**src/shared/uart_irq_pkg.sv**
```systemverilog
// Constants and carriers for the serial port interrupt-enable block
// Functional notes
// - Read-write enable register, one bit per event
// - Separate enables for clear-to-send fall and rise
// - Separate enables for byte ready and buffer end
// - Set alias writes ones on, reads enables
// - Clear alias writes ones off, reads enables
// - Aliases share bits; zero writes change nothing
// - Clear-to-send low fires activated, high deactivated
// - Buffer end fires when count reaches a nonzero maximum
package uart_irq_pkg;
	localparam int         ADDR_W         = 12;
	localparam int         DATA_W         = 32;
	// Register offsets
	localparam logic [11:0] OFF_SHORTCUTS  = 12'h200;
	localparam logic [11:0] OFF_MASK       = 12'h300;
	localparam logic [11:0] OFF_MASK_SET   = 12'h304;
	localparam logic [11:0] OFF_MASK_CLEAR = 12'h308;
	localparam logic [11:0] OFF_STATUS     = 12'h320;
	localparam logic [11:0] OFF_RX_MAXCNT  = 12'h538;
	// Event bit positions, shared by mask, set, clear and status; BIT_SHORT_HALT is the shortcut register bit
	localparam int BIT_CTS_ACTIVE   = 0;
	localparam int BIT_CTS_DROPPED  = 1;
	localparam int BIT_RX_BYTE      = 2;
	localparam int BIT_RX_END       = 4;
	localparam int BIT_TX_BYTE      = 7;
	localparam int BIT_TX_END       = 8;
	localparam int BIT_ERROR        = 9;
	localparam int BIT_RX_TIMEOUT   = 17;
	localparam int BIT_RX_RUNNING   = 19;
	localparam int BIT_TX_RUNNING   = 20;
	localparam int BIT_TX_HALTED    = 22;
	localparam int BIT_SHORT_HALT   = 6;
	// Implemented bits; all others read as zero
	localparam logic [31:0] EVENT_BITS     = 32'h005A_0397;
	localparam logic [31:0] MASK_RESET     = 32'h0000_0000;
	localparam logic [31:0] STATUS_RESET   = 32'h0000_0000;
	localparam logic        SHORT_RESET    = 1'b0;
	localparam logic        CTS_IDLE       = 1'b1;
	localparam int          MAXCNT_W       = 8;

	// Register bus request
	typedef struct packed {
		logic [ADDR_W-1:0] addr;
		logic [DATA_W-1:0] wdata;
		logic              wr;
		logic              rd;
	} bus_req_t;

	// Event pulses from the serial engine, same clock
	typedef struct packed {
		logic rx_byte;
		logic rx_stored;
		logic rx_start;
		logic tx_byte;
		logic tx_end;
		logic error;
		logic rx_timeout;
		logic rx_running;
		logic tx_running;
		logic tx_halted;
	} engine_evt_t;
endpackage : uart_irq_pkg

```
**src/core/uart_event_interrupt_enables.sv**
```systemverilog
// Interrupt enables, event flags and receive-end shortcut of the serial port
`timescale 1ns/1ps
module uart_event_interrupt_enables #(
	parameter int MAXCNT_WIDTH = uart_irq_pkg::MAXCNT_W
) (
	input  wire logic                      clock,
	input  wire logic                      rstn,
	input  wire uart_irq_pkg::bus_req_t    bus,
	input  wire uart_irq_pkg::engine_evt_t engine,
	input  wire logic                      clear_to_send_n,
	output logic [uart_irq_pkg::DATA_W-1:0] rd_data,
	output logic                           irq,
	output logic                           halt_receiver,
	output logic                           rx_buffer_end
);
	import uart_irq_pkg::*;

	// Counter width must fit the data bus
	if (MAXCNT_WIDTH < 1 || MAXCNT_WIDTH > 16) begin : g_bad_width
		$error("MAXCNT_WIDTH must be 1 to 16");
	end

	logic [31:0]             irq_mask;
	logic [31:0]             status;
	logic                    rx_end_to_halt_shortcut;
	logic [MAXCNT_WIDTH-1:0] rx_maxcnt;
	logic [MAXCNT_WIDTH-1:0] rx_count;
	logic                    cts_meta;
	logic                    cts_sync;
	logic                    cts_prev;
	logic                    cts_active_evt;
	logic                    clear_to_send_dropped;
	logic                    rx_end_evt;
	logic [31:0]             events;
	logic [31:0]             w1c;
	logic [31:0]             next_status;
	logic [31:0]             next_mask;

	// Address hit for a write strobe
	function automatic logic wr_hit(input bus_req_t r, input logic [11:0] off);
		return r.wr && (r.addr == off);
	endfunction : wr_hit

	// Two flops before the pin reaches any logic
	always_ff @(posedge clock) begin
		if (!rstn) begin
			cts_meta <= CTS_IDLE;
			cts_sync <= CTS_IDLE;
			cts_prev <= CTS_IDLE;
		end else begin
			cts_meta <= clear_to_send_n;
			cts_sync <= cts_meta;
			cts_prev <= cts_sync;
		end
	end

	// Edges of the synchronised line; active low, so a fall means activated
	assign cts_active_evt        = cts_prev && !cts_sync;
	assign clear_to_send_dropped = !cts_prev && cts_sync;

	// Buffer end when the stored count reaches the maximum; zero never ends
	assign rx_end_evt = engine.rx_stored && (rx_maxcnt != '0)
		&& (rx_count == rx_maxcnt - MAXCNT_WIDTH'(1));

	// Received byte counter, restarted by each receive start
	always_ff @(posedge clock) begin
		if (!rstn) begin
			rx_count <= '0;
		end else if (engine.rx_start || rx_end_evt) begin
			rx_count <= '0;
		end else if (engine.rx_stored) begin
			rx_count <= rx_count + MAXCNT_WIDTH'(1);
		end
	end

	// Gather events into the shared bit layout
	always_comb begin
		events                  = '0;
		events[BIT_CTS_ACTIVE]  = cts_active_evt;
		events[BIT_CTS_DROPPED] = clear_to_send_dropped;
		events[BIT_RX_BYTE]     = engine.rx_byte;
		events[BIT_RX_END]      = rx_end_evt;
		events[BIT_TX_BYTE]     = engine.tx_byte;
		events[BIT_TX_END]      = engine.tx_end;
		events[BIT_ERROR]       = engine.error;
		events[BIT_RX_TIMEOUT]  = engine.rx_timeout;
		events[BIT_RX_RUNNING]  = engine.rx_running;
		events[BIT_TX_RUNNING]  = engine.tx_running;
		events[BIT_TX_HALTED]   = engine.tx_halted;
	end

	// Sticky flags: a set in the clearing cycle wins, so no event is lost
	assign w1c         = wr_hit(bus, OFF_STATUS) ? bus.wdata : '0;
	assign next_status = ((status & ~w1c) | events) & EVENT_BITS;

	always_ff @(posedge clock) begin
		if (!rstn) begin
			status <= STATUS_RESET;
		end else begin
			status <= next_status;
		end
	end

	// Enable register: direct write, or set/clear aliases that touch only ones
	always_comb begin
		next_mask = irq_mask;
		if (wr_hit(bus, OFF_MASK)) begin
			next_mask = bus.wdata;
		end else if (wr_hit(bus, OFF_MASK_SET)) begin
			next_mask = irq_mask | bus.wdata;
		end else if (wr_hit(bus, OFF_MASK_CLEAR)) begin
			next_mask = irq_mask & ~bus.wdata;
		end
		next_mask = next_mask & EVENT_BITS;
	end

	always_ff @(posedge clock) begin
		if (!rstn) begin
			irq_mask <= MASK_RESET;
		end else begin
			irq_mask <= next_mask;
		end
	end

	// Shortcut and buffer size configuration
	always_ff @(posedge clock) begin
		if (!rstn) begin
			rx_end_to_halt_shortcut <= SHORT_RESET;
			rx_maxcnt               <= '0;
		end else begin
			if (wr_hit(bus, OFF_SHORTCUTS)) begin
				rx_end_to_halt_shortcut <= bus.wdata[BIT_SHORT_HALT];
			end
			if (wr_hit(bus, OFF_RX_MAXCNT)) begin
				rx_maxcnt <= bus.wdata[MAXCNT_WIDTH-1:0];
			end
		end
	end

	// Task pulses out, registered so they line up with the event flag
	always_ff @(posedge clock) begin
		if (!rstn) begin
			halt_receiver <= 1'b0;
			rx_buffer_end <= 1'b0;
		end else begin
			halt_receiver <= rx_end_evt && rx_end_to_halt_shortcut;
			rx_buffer_end <= rx_end_evt;
		end
	end

	// Level interrupt; one cycle behind the flags, traded for a clean flop output
	always_ff @(posedge clock) begin
		if (!rstn) begin
			irq <= 1'b0;
		end else begin
			irq <= |(status & irq_mask);
		end
	end

	// Read port; all three enable addresses show the same state
	always_ff @(posedge clock) begin
		if (!rstn) begin
			rd_data <= '0;
		end else if (bus.rd) begin
			unique case (bus.addr)
				OFF_MASK,
				OFF_MASK_SET,
				OFF_MASK_CLEAR: rd_data <= irq_mask;
				OFF_STATUS:     rd_data <= status;
				OFF_SHORTCUTS: begin
					rd_data                 <= '0;
					rd_data[BIT_SHORT_HALT] <= rx_end_to_halt_shortcut;
				end
				OFF_RX_MAXCNT:  rd_data <= DATA_W'(rx_maxcnt);
				default:        rd_data <= '0;
			endcase
		end else begin
			rd_data <= '0;
		end
	end

	// Checks tied to the logic above
	property p_mask_write;
		@(posedge clock) disable iff (!rstn)
		(bus.wr && bus.addr == OFF_MASK) |=> (irq_mask == ($past(bus.wdata) & EVENT_BITS));
	endproperty
	a_mask_write: assert property (p_mask_write) else $error("enable write not stored");

	property p_set_alias;
		@(posedge clock) disable iff (!rstn)
		(bus.wr && bus.addr == OFF_MASK_SET)
			|=> (irq_mask == (($past(irq_mask) | $past(bus.wdata)) & EVENT_BITS));
	endproperty
	a_set_alias: assert property (p_set_alias) else $error("set alias wrong");

	property p_clear_alias;
		@(posedge clock) disable iff (!rstn)
		(bus.wr && bus.addr == OFF_MASK_CLEAR)
			|=> (irq_mask == ($past(irq_mask) & ~$past(bus.wdata)));
	endproperty
	a_clear_alias: assert property (p_clear_alias) else $error("clear alias wrong");

	property p_alias_zero;
		@(posedge clock) disable iff (!rstn)
		(bus.wr && bus.wdata == '0 && (bus.addr == OFF_MASK_SET || bus.addr == OFF_MASK_CLEAR))
			|=> $stable(irq_mask);
	endproperty
	a_alias_zero: assert property (p_alias_zero) else $error("zero alias write changed enables");

	property p_alias_read;
		@(posedge clock) disable iff (!rstn)
		(bus.rd && (bus.addr == OFF_MASK_SET || bus.addr == OFF_MASK_CLEAR) && !bus.wr)
			|=> (rd_data == $past(irq_mask));
	endproperty
	a_alias_read: assert property (p_alias_read) else $error("alias read not enable state");

	// An older deactivated flag may still stand; only a fresh one would be wrong
	property p_cts_fall;
		@(posedge clock) disable iff (!rstn)
		$fell(cts_sync) |=> status[BIT_CTS_ACTIVE]
			&& (!status[BIT_CTS_DROPPED] || $past(status[BIT_CTS_DROPPED]));
	endproperty
	a_cts_fall: assert property (p_cts_fall) else $error("activated flag missing");

	property p_cts_rise;
		@(posedge clock) disable iff (!rstn)
		$rose(cts_sync) |=> status[BIT_CTS_DROPPED];
	endproperty
	a_cts_rise: assert property (p_cts_rise) else $error("deactivated flag missing");

	property p_rx_end;
		@(posedge clock) disable iff (!rstn)
		(engine.rx_stored && !engine.rx_start && rx_maxcnt != '0
			&& rx_count == rx_maxcnt - MAXCNT_WIDTH'(1))
			|=> rx_buffer_end && status[BIT_RX_END] ##1 (rx_count == '0 || $past(engine.rx_stored));
	endproperty
	a_rx_end: assert property (p_rx_end) else $error("buffer end missed at maximum");

	property p_shortcut;
		@(posedge clock) disable iff (!rstn)
		rx_buffer_end |-> (halt_receiver == $past(rx_end_to_halt_shortcut));
	endproperty
	a_shortcut: assert property (p_shortcut) else $error("shortcut halt wrong");

	property p_irq_level;
		@(posedge clock) disable iff (!rstn)
		(|(status & irq_mask)) |=> irq;
	endproperty
	a_irq_level: assert property (p_irq_level) else $error("enabled flag gave no interrupt");

	property p_irq_blocked;
		@(posedge clock) disable iff (!rstn)
		((status & irq_mask) == '0) |=> !irq;
	endproperty
	a_irq_blocked: assert property (p_irq_blocked) else $error("disabled event raised interrupt");

	// Enables move only on a write to one of their three addresses
	property p_mask_hold;
		@(posedge clock) disable iff (!rstn)
		!bus.wr |=> $stable(irq_mask);
	endproperty
	a_mask_hold: assert property (p_mask_hold) else $error("enables moved without a write");

	property p_mask_foreign;
		@(posedge clock) disable iff (!rstn)
		(bus.wr && bus.addr != OFF_MASK && bus.addr != OFF_MASK_SET && bus.addr != OFF_MASK_CLEAR)
			|=> $stable(irq_mask);
	endproperty
	a_mask_foreign: assert property (p_mask_foreign) else $error("foreign write changed enables");

	property p_set_keeps;
		@(posedge clock) disable iff (!rstn)
		(bus.wr && bus.addr == OFF_MASK_SET) |=> (($past(irq_mask) & ~irq_mask) == '0);
	endproperty
	a_set_keeps: assert property (p_set_keeps) else $error("set alias lowered an enable");

	property p_clear_keeps;
		@(posedge clock) disable iff (!rstn)
		(bus.wr && bus.addr == OFF_MASK_CLEAR) |=> ((irq_mask & ~$past(irq_mask)) == '0);
	endproperty
	a_clear_keeps: assert property (p_clear_keeps) else $error("clear alias raised an enable");

	// Reads of the enable state, and read data that stands one cycle only
	property p_mask_read;
		@(posedge clock) disable iff (!rstn)
		(bus.rd && bus.addr == OFF_MASK) |=> (rd_data == $past(irq_mask));
	endproperty
	a_mask_read: assert property (p_mask_read) else $error("enable read wrong");

	property p_clear_read;
		@(posedge clock) disable iff (!rstn)
		(bus.rd && bus.addr == OFF_MASK_CLEAR) |=> (rd_data == $past(irq_mask));
	endproperty
	a_clear_read: assert property (p_clear_read) else $error("clear alias read wrong");

	property p_read_idle;
		@(posedge clock) disable iff (!rstn)
		!bus.rd |=> (rd_data == '0);
	endproperty
	a_read_idle: assert property (p_read_idle) else $error("read data stood too long");

	// Flags: a new event always lands, and only a clear takes one away
	property p_event_sets;
		@(posedge clock) disable iff (!rstn)
		(events != '0) |=> ((status & $past(events)) == $past(events));
	endproperty
	a_event_sets: assert property (p_event_sets) else $error("event flag lost");

	property p_status_hold;
		@(posedge clock) disable iff (!rstn)
		(!bus.wr && events == '0) |=> $stable(status);
	endproperty
	a_status_hold: assert property (p_status_hold) else $error("flags moved with no cause");

	property p_status_clear;
		@(posedge clock) disable iff (!rstn)
		(bus.wr && bus.addr == OFF_STATUS && events == '0)
			|=> (status == ($past(status) & ~$past(bus.wdata)));
	endproperty
	a_status_clear: assert property (p_status_clear) else $error("flag clear wrong");

	// Buffer end needs a stored byte, a nonzero maximum and a fresh count
	property p_rx_end_only;
		@(posedge clock) disable iff (!rstn)
		rx_buffer_end |-> $past(engine.rx_stored);
	endproperty
	a_rx_end_only: assert property (p_rx_end_only) else $error("buffer end without a stored byte");

	property p_rx_zero_max;
		@(posedge clock) disable iff (!rstn)
		(rx_maxcnt == '0) |=> !rx_buffer_end;
	endproperty
	a_rx_zero_max: assert property (p_rx_zero_max) else $error("zero maximum ended the buffer");

	property p_rx_restart;
		@(posedge clock) disable iff (!rstn)
		engine.rx_start |=> (rx_count == '0);
	endproperty
	a_rx_restart: assert property (p_rx_restart) else $error("receive start kept the count");

	// The halt task never fires without the buffer end beside it
	property p_halt_needs_end;
		@(posedge clock) disable iff (!rstn)
		halt_receiver |-> rx_buffer_end;
	endproperty
	a_halt_needs_end: assert property (p_halt_needs_end) else $error("halt without buffer end");
endmodule : uart_event_interrupt_enables

```
**config.mk**
```make
export PLATFORM = sky130hd
export DESIGN_NAME = uart_event_interrupt_enables
export DESIGN_NICKNAME = d
export VERILOG_FILES = /design/src/shared/uart_irq_pkg.sv /design/src/core/uart_event_interrupt_enables.sv
export SDC_FILE = /design/constraint.sdc
export NUM_CORES = 1
export LEC_CHECK = 0
export BUFFER_PORTS_ARGS = -buffer_cell sky130_fd_sc_hd__buf_2
export CORE_MARGIN = 5
export CORE_UTILIZATION = 45
export CTS_BUF_LIST = sky130_fd_sc_hd__clkbuf_16
export DETAILED_ROUTE_END_ITERATION = 10
export GPL_TIMING_DRIVEN = 0
export PLACE_DENSITY = 0.85
export SETUP_SLACK_MARGIN = 0.5
export SKIP_LAST_GASP = 1
export SLEW_MARGIN = 20
export SYNTH_ARGS = -nofsm -noshare
export SYNTH_HDL_FRONTEND = slang
export SYNTH_SLANG_ARGS = --single-unit
```
**constraint.sdc**
```tcl
create_clock -name clock -period 3.6 [get_ports clock]
set_input_delay 0.18 -clock clock [delete_from_list [all_inputs] [get_ports clock]]
set_output_delay 0.18 -clock clock [all_outputs]
set_load 0.005 [all_outputs]
```
* After elaboration in Yosys (flattened, before gate mapping)
Cells that the tools add are included.
** Cells by class
- Add/subtract/negate cells :: 2
- Equal/unequal tests :: 7
- Muxes and demuxes :: 5
- Bitwise logic cells :: 8
- Reductions and logical operators :: 20
** Operator list (number)
- $mux W23 :: 4
- $pmux W23 S4 :: 1
- $and A23 B23 Y23 :: 3
- $eq A12 B10 Y1 const B :: 5
- $not A23 Y23 :: 2
- $or A23 B23 Y23 :: 2
- $reduce_or A32 Y1 :: 1
- $eq A12 B11 Y1 const B :: 1
- $logic_and A1 B1 Y1 :: 11
- $add A8 B1 Y8 const B :: 1
- $eq A8 B8 Y1 :: 1
- $reduce_bool A8 Y1 :: 1
- $sub A8 B1 Y8 const B :: 1
- $reduce_bool A3 Y1 :: 1
- $reduce_or A3 Y1 :: 1
- $logic_not A1 Y1 :: 2
- $reduce_and A2 Y1 :: 1
- $reduce_or A2 Y1 :: 1
- $logic_or A1 B1 Y1 :: 1
- $not A1 Y1 :: 1
** Word-level totals
- Bits in registers :: 77
- Input bits :: 59
- Output and inout bits :: 35
- Logic and storage cells :: 54

* Depth between registers and ports, before layout
- Depth after elaboration :: 6
- Depth in mapped cells :: 7
- Depth with buffers taken out :: 7

* Least setup slack after synthesis
OpenSTA, ideal clock, no wires.
- Path type :: reg-to-reg
- Start :: reg rx_maxcnt[0]
- End :: reg rx_count[0]
- Library setup time :: 139 ps
- Arrival time :: 1991 ps
- Required time :: 3461 ps
- Slack :: 1470 ps
- Stages on the path, launching flop included :: 8
- Path buffers :: 0
- Period minus slack after synthesis :: 2130 ps
- Cells stage by stage :: dfxtp_1 > inv_1 > ha_1 > nor2b_1 > or3_1 > a31o_2 > a2111oi_4 > nor3_1
** Between the ends
- Longest elaborated chain between the ends :: 5
- Elaborated cells between the ends (all ways) :: 7
- Those cells by class :: add/sub (1); eq/ne (1); reduce/logical (5)
** RTL lines
- start: declaration :: line uart_event_interrupt_enables.sv:26 : logic [MAXCNT_WIDTH-1:0] rx_maxcnt;
- start signal: assignment :: line uart_event_interrupt_enables.sv:135 : rx_maxcnt <= bus.wdata[MAXCNT_WIDTH-1:0];
- $sub A8 B1 Y8 / $reduce_bool A8 Y1 (equally long branches) :: line uart_event_interrupt_enables.sv:63, uart_event_interrupt_enables.sv:62
- $eq A8 B8 Y1 / $logic_and A1 B1 Y1 (equally long branches) :: line uart_event_interrupt_enables.sv:63, uart_event_interrupt_enables.sv:62
- $logic_and A1 B1 Y1 (*) :: line uart_event_interrupt_enables.sv:63 : && (rx_count == rx_maxcnt - MAXCNT_WIDTH'(1));
- $logic_or A1 B1 Y1 (*) :: line uart_event_interrupt_enables.sv:69 : end else if (engine.rx_start || rx_end_evt) begin
- $reduce_or A2 Y1 (no source line) (*)
- end signal: assignment :: line uart_event_interrupt_enables.sv:72 : rx_count <= rx_count + MAXCNT_WIDTH'(1);
- end: declaration :: line uart_event_interrupt_enables.sv:27 : logic [MAXCNT_WIDTH-1:0] rx_count;
Mark *: on every way between the ends. The rest lies on a longest branch, timed or not.
A chain may end at the register's enable or synchronous reset.

* Final worst setup path
- Start :: reg rx_maxcnt[0]
- End :: reg rx_count[5]
The elaborated chain is that of the path after synthesis.

==> run metrics <==
status=finished clean; kind of critical path=reg2reg; GPL Wtd Cong=0.849; die width=88.5 microns; initial antenna violation count=0; Power Dens Cells=444 mW/mm^2; TritonCTS clock tree=yes; Rows=28; max_cap viols=0; Post-synth top flop=dfxtp_1; CP Launch Type=flop; Buf/Inv on CP=1; Nets=451; CP max FO=8; Comb pwr share=5.7%; postcts setup bufs=0; Critical Path AT=about 2.6 ns; global route overflow=0; antenna violation net count after detailed routing=0; die area=0.00783 sq mm; final hold viol count=0; top cells by area, synth=dfxtp_1 (43%), buf_4 (4.9%), a32o_1 (4.0%); total number of vias=around 2700; htree depth=3; RSZ-0062 raised after global routing=false; switching power total=0.374 mW; I/O Buffers=56; Global Route Usage Sum=between 20% and 30%; critical path required time=approximately 3.8 ns; Clock Pin Slew Worst Setup and Hold Paths=0.05 ns; Residual DRC=0; total leakage power=1.42 nW; Final Cycle Share=67.0%; register area=~0.0012 sq mm; hold buffer count at cts=0; top-count cell post-synth=dfxtp_1; Starting Density=46.5%; Synth Cell Area=0.00277 sq mm; Post-synth EDFFs=0; Max-slew headroom=between 50% and 60%; Worst-Margin Slew=between 0.6 and 0.7 ns; CTS buffer count=9; sequential area share after synthesis=a little over two fifths; CTS sink count=59; area grow syn2layout=25.9%; Yosys Warn Count=0; Root Driver=clkbuf_16; switch share=24.2%; Synth top cells by count=dfxtp_1 (59), nor2_1 (25), buf_4 (18); ys async rst share=0%; top cell type by total area after synthesis=dfxtp_1; I/O pin total=between 90 and 100; count of unique library cells instantiated by Yosys=49; vias per cell=roughly 5.7; Max Transition Viols Final=0; post-CTS sizing=0; vias in the first global route=2621; placed instance count=454; multi-input logic area=0.00142 sq mm; Crit. End Element=flop; crit-path max cell delay=0.56 ns; top cell type's share of synthesized area=between 40% and 50%; Skew-Pair Late Insertion Delay=0.33 ns; Worst path slowest cell=a2111oi_4; setup violators final=0; diode count=0; Internal=1.17 mW; VDD IR max=approximately 0.29 mV; chip height=88.5 microns; Post-Layout Cell Count=470; Fin Setup TNS=0 ns; sequential share of power=between 40% and 50%; Max clock buf depth=2; largest net degree at the start of global routing=13; critical path's top delay family=compound AO/OA/AOI/OAI gates; minimum clock period=2.41 ns; post-DP HPWL=5370 microns; average routed wire per standard cell=15.5 microns; Synth Instances=between 300 and 400; CORE AREA=0.00596 sq mm; global-route wire length before repair=roughly 12000 microns; worst hold path type=in2reg; Max Clk Rate=415 MHz; synthesized area per cell=9.06 sq um; cell breakdown of the critical path=inv_1, ha_1, nor2b_1, or3_1, a31o_2, a2111oi_4, nor3_1; share of cells above drive strength 1=24.8%; 1st-pass router iterations=6; skew final=~0.0051 ns; Total Wirelength=just over 7000 microns; Clock power frac=between 50% and 60%; Fillers=~540; #FFs+latches synth=59; Detailed Route Iter0 Violations=241
cell families after synthesis:
| family | share of synthesized area, % |
|---|---|
| AOI/OAI and AO/OA | 22.1 |
| adders and majority gates | 0.903 |
| other | 0.135 |
| buffers and inverters | 8.58 |
| DFF | 42.6 |
| xor gates and xnor gates | 4.11 |
| and+or+nand+nor | 19.7 |
| muxes | 1.81 |
path summary, 6_finish.rpt:
| kind | slack (ns) | endpoint | startpoint | cells past startpoint |
|---|---|---|---|---|
| max | 1.19 | rx_count[5] | rx_maxcnt[0] | 7 |
| min | 0.03 | cts_meta | clear_to_send_n | 2 |
| max reg2reg | 1.19 | rx_count[5] | rx_maxcnt[0] | 7 |
| min reg2reg | 0.41 | cts_sync | cts_meta | 1 |
stage by stage:
stage               setup slack [ns]  power (mW)  hold slack [ns]  area, sq um  utilization [%]
global route                    1.03        1.59           0.0358         3490             58.6
detailed placement              1.18       0.772            0.363         3210             53.9
finish                          1.19        1.55           0.0256         3490             58.6
global placement                1.24       0.769            0.360         3210             53.9
CTS                             1.18        1.55           0.0253         3490             58.6
floorplan                       1.47       0.731            0.281         2840                -
cells in the final DEF (no fill, tap or decap), types with 3 or more instances in the layout:
cell / count
o21a_1: 8
buf_2: 57
and4_1: 4
buf_4: 18
and2_1: 4
nand2_1: 11
inv_1: 6
nor2_1: 25
nor2b_1: 4
o21ai_0: 12
or2_2: 3
dfxtp_1: 59
nor3_1: 13
conb_1: 18
nor4_1: 5
nand2b_1: 5
mux2i_1: 5
a32o_1: 11
clkbuf_16: 9
a222oi_1: 6
a21oi_1: 11
xnor2_1: 5
clkbuf_1: 16
a21boi_0: 8
a211oi_1: 4
clkinvlp_4: 3
nand4_1: 4
a22oi_1: 5
xor2_1: 8
nand3_1: 16
per-layer routing:
metal | up-vias | track usage (%) | share of wire, %
met5 | - | 0 | 0
met4 | 0 | 10.0 | 2.8
met3 | 23 | 5.68 | 9.0
met2 | 158 | 32.4 | 48
met1 | 1223 | 24.8 | 40
li1 | 1273 | - | -
power by group through the flow:
stage | Combinational, mW | Sequential, mW | Clock (mW)
floorplan | 0.0489 | 0.682 | 0
global route | 0.0990 | 0.673 | 0.820
global placement | 0.0844 | 0.684 | 0
detailed placement | 0.0868 | 0.685 | 0
CTS | 0.0870 | 0.671 | 0.787
finish | 0.0885 | 0.672 | 0.787
cell type report:
cell class,count,share of cell area [%]
Timing Repair Buffer,56,8.03
Buffer,37,6.17
Tap cell,75,2.69
Multi-Input combinational cell,221,40.6
Clock inverter,7,1.54
Sequential cell,59,33.9
Inverter,6,0.646
Clock buffer,9,6.46
Note: power is estimated with default switching activity, not from simulation.
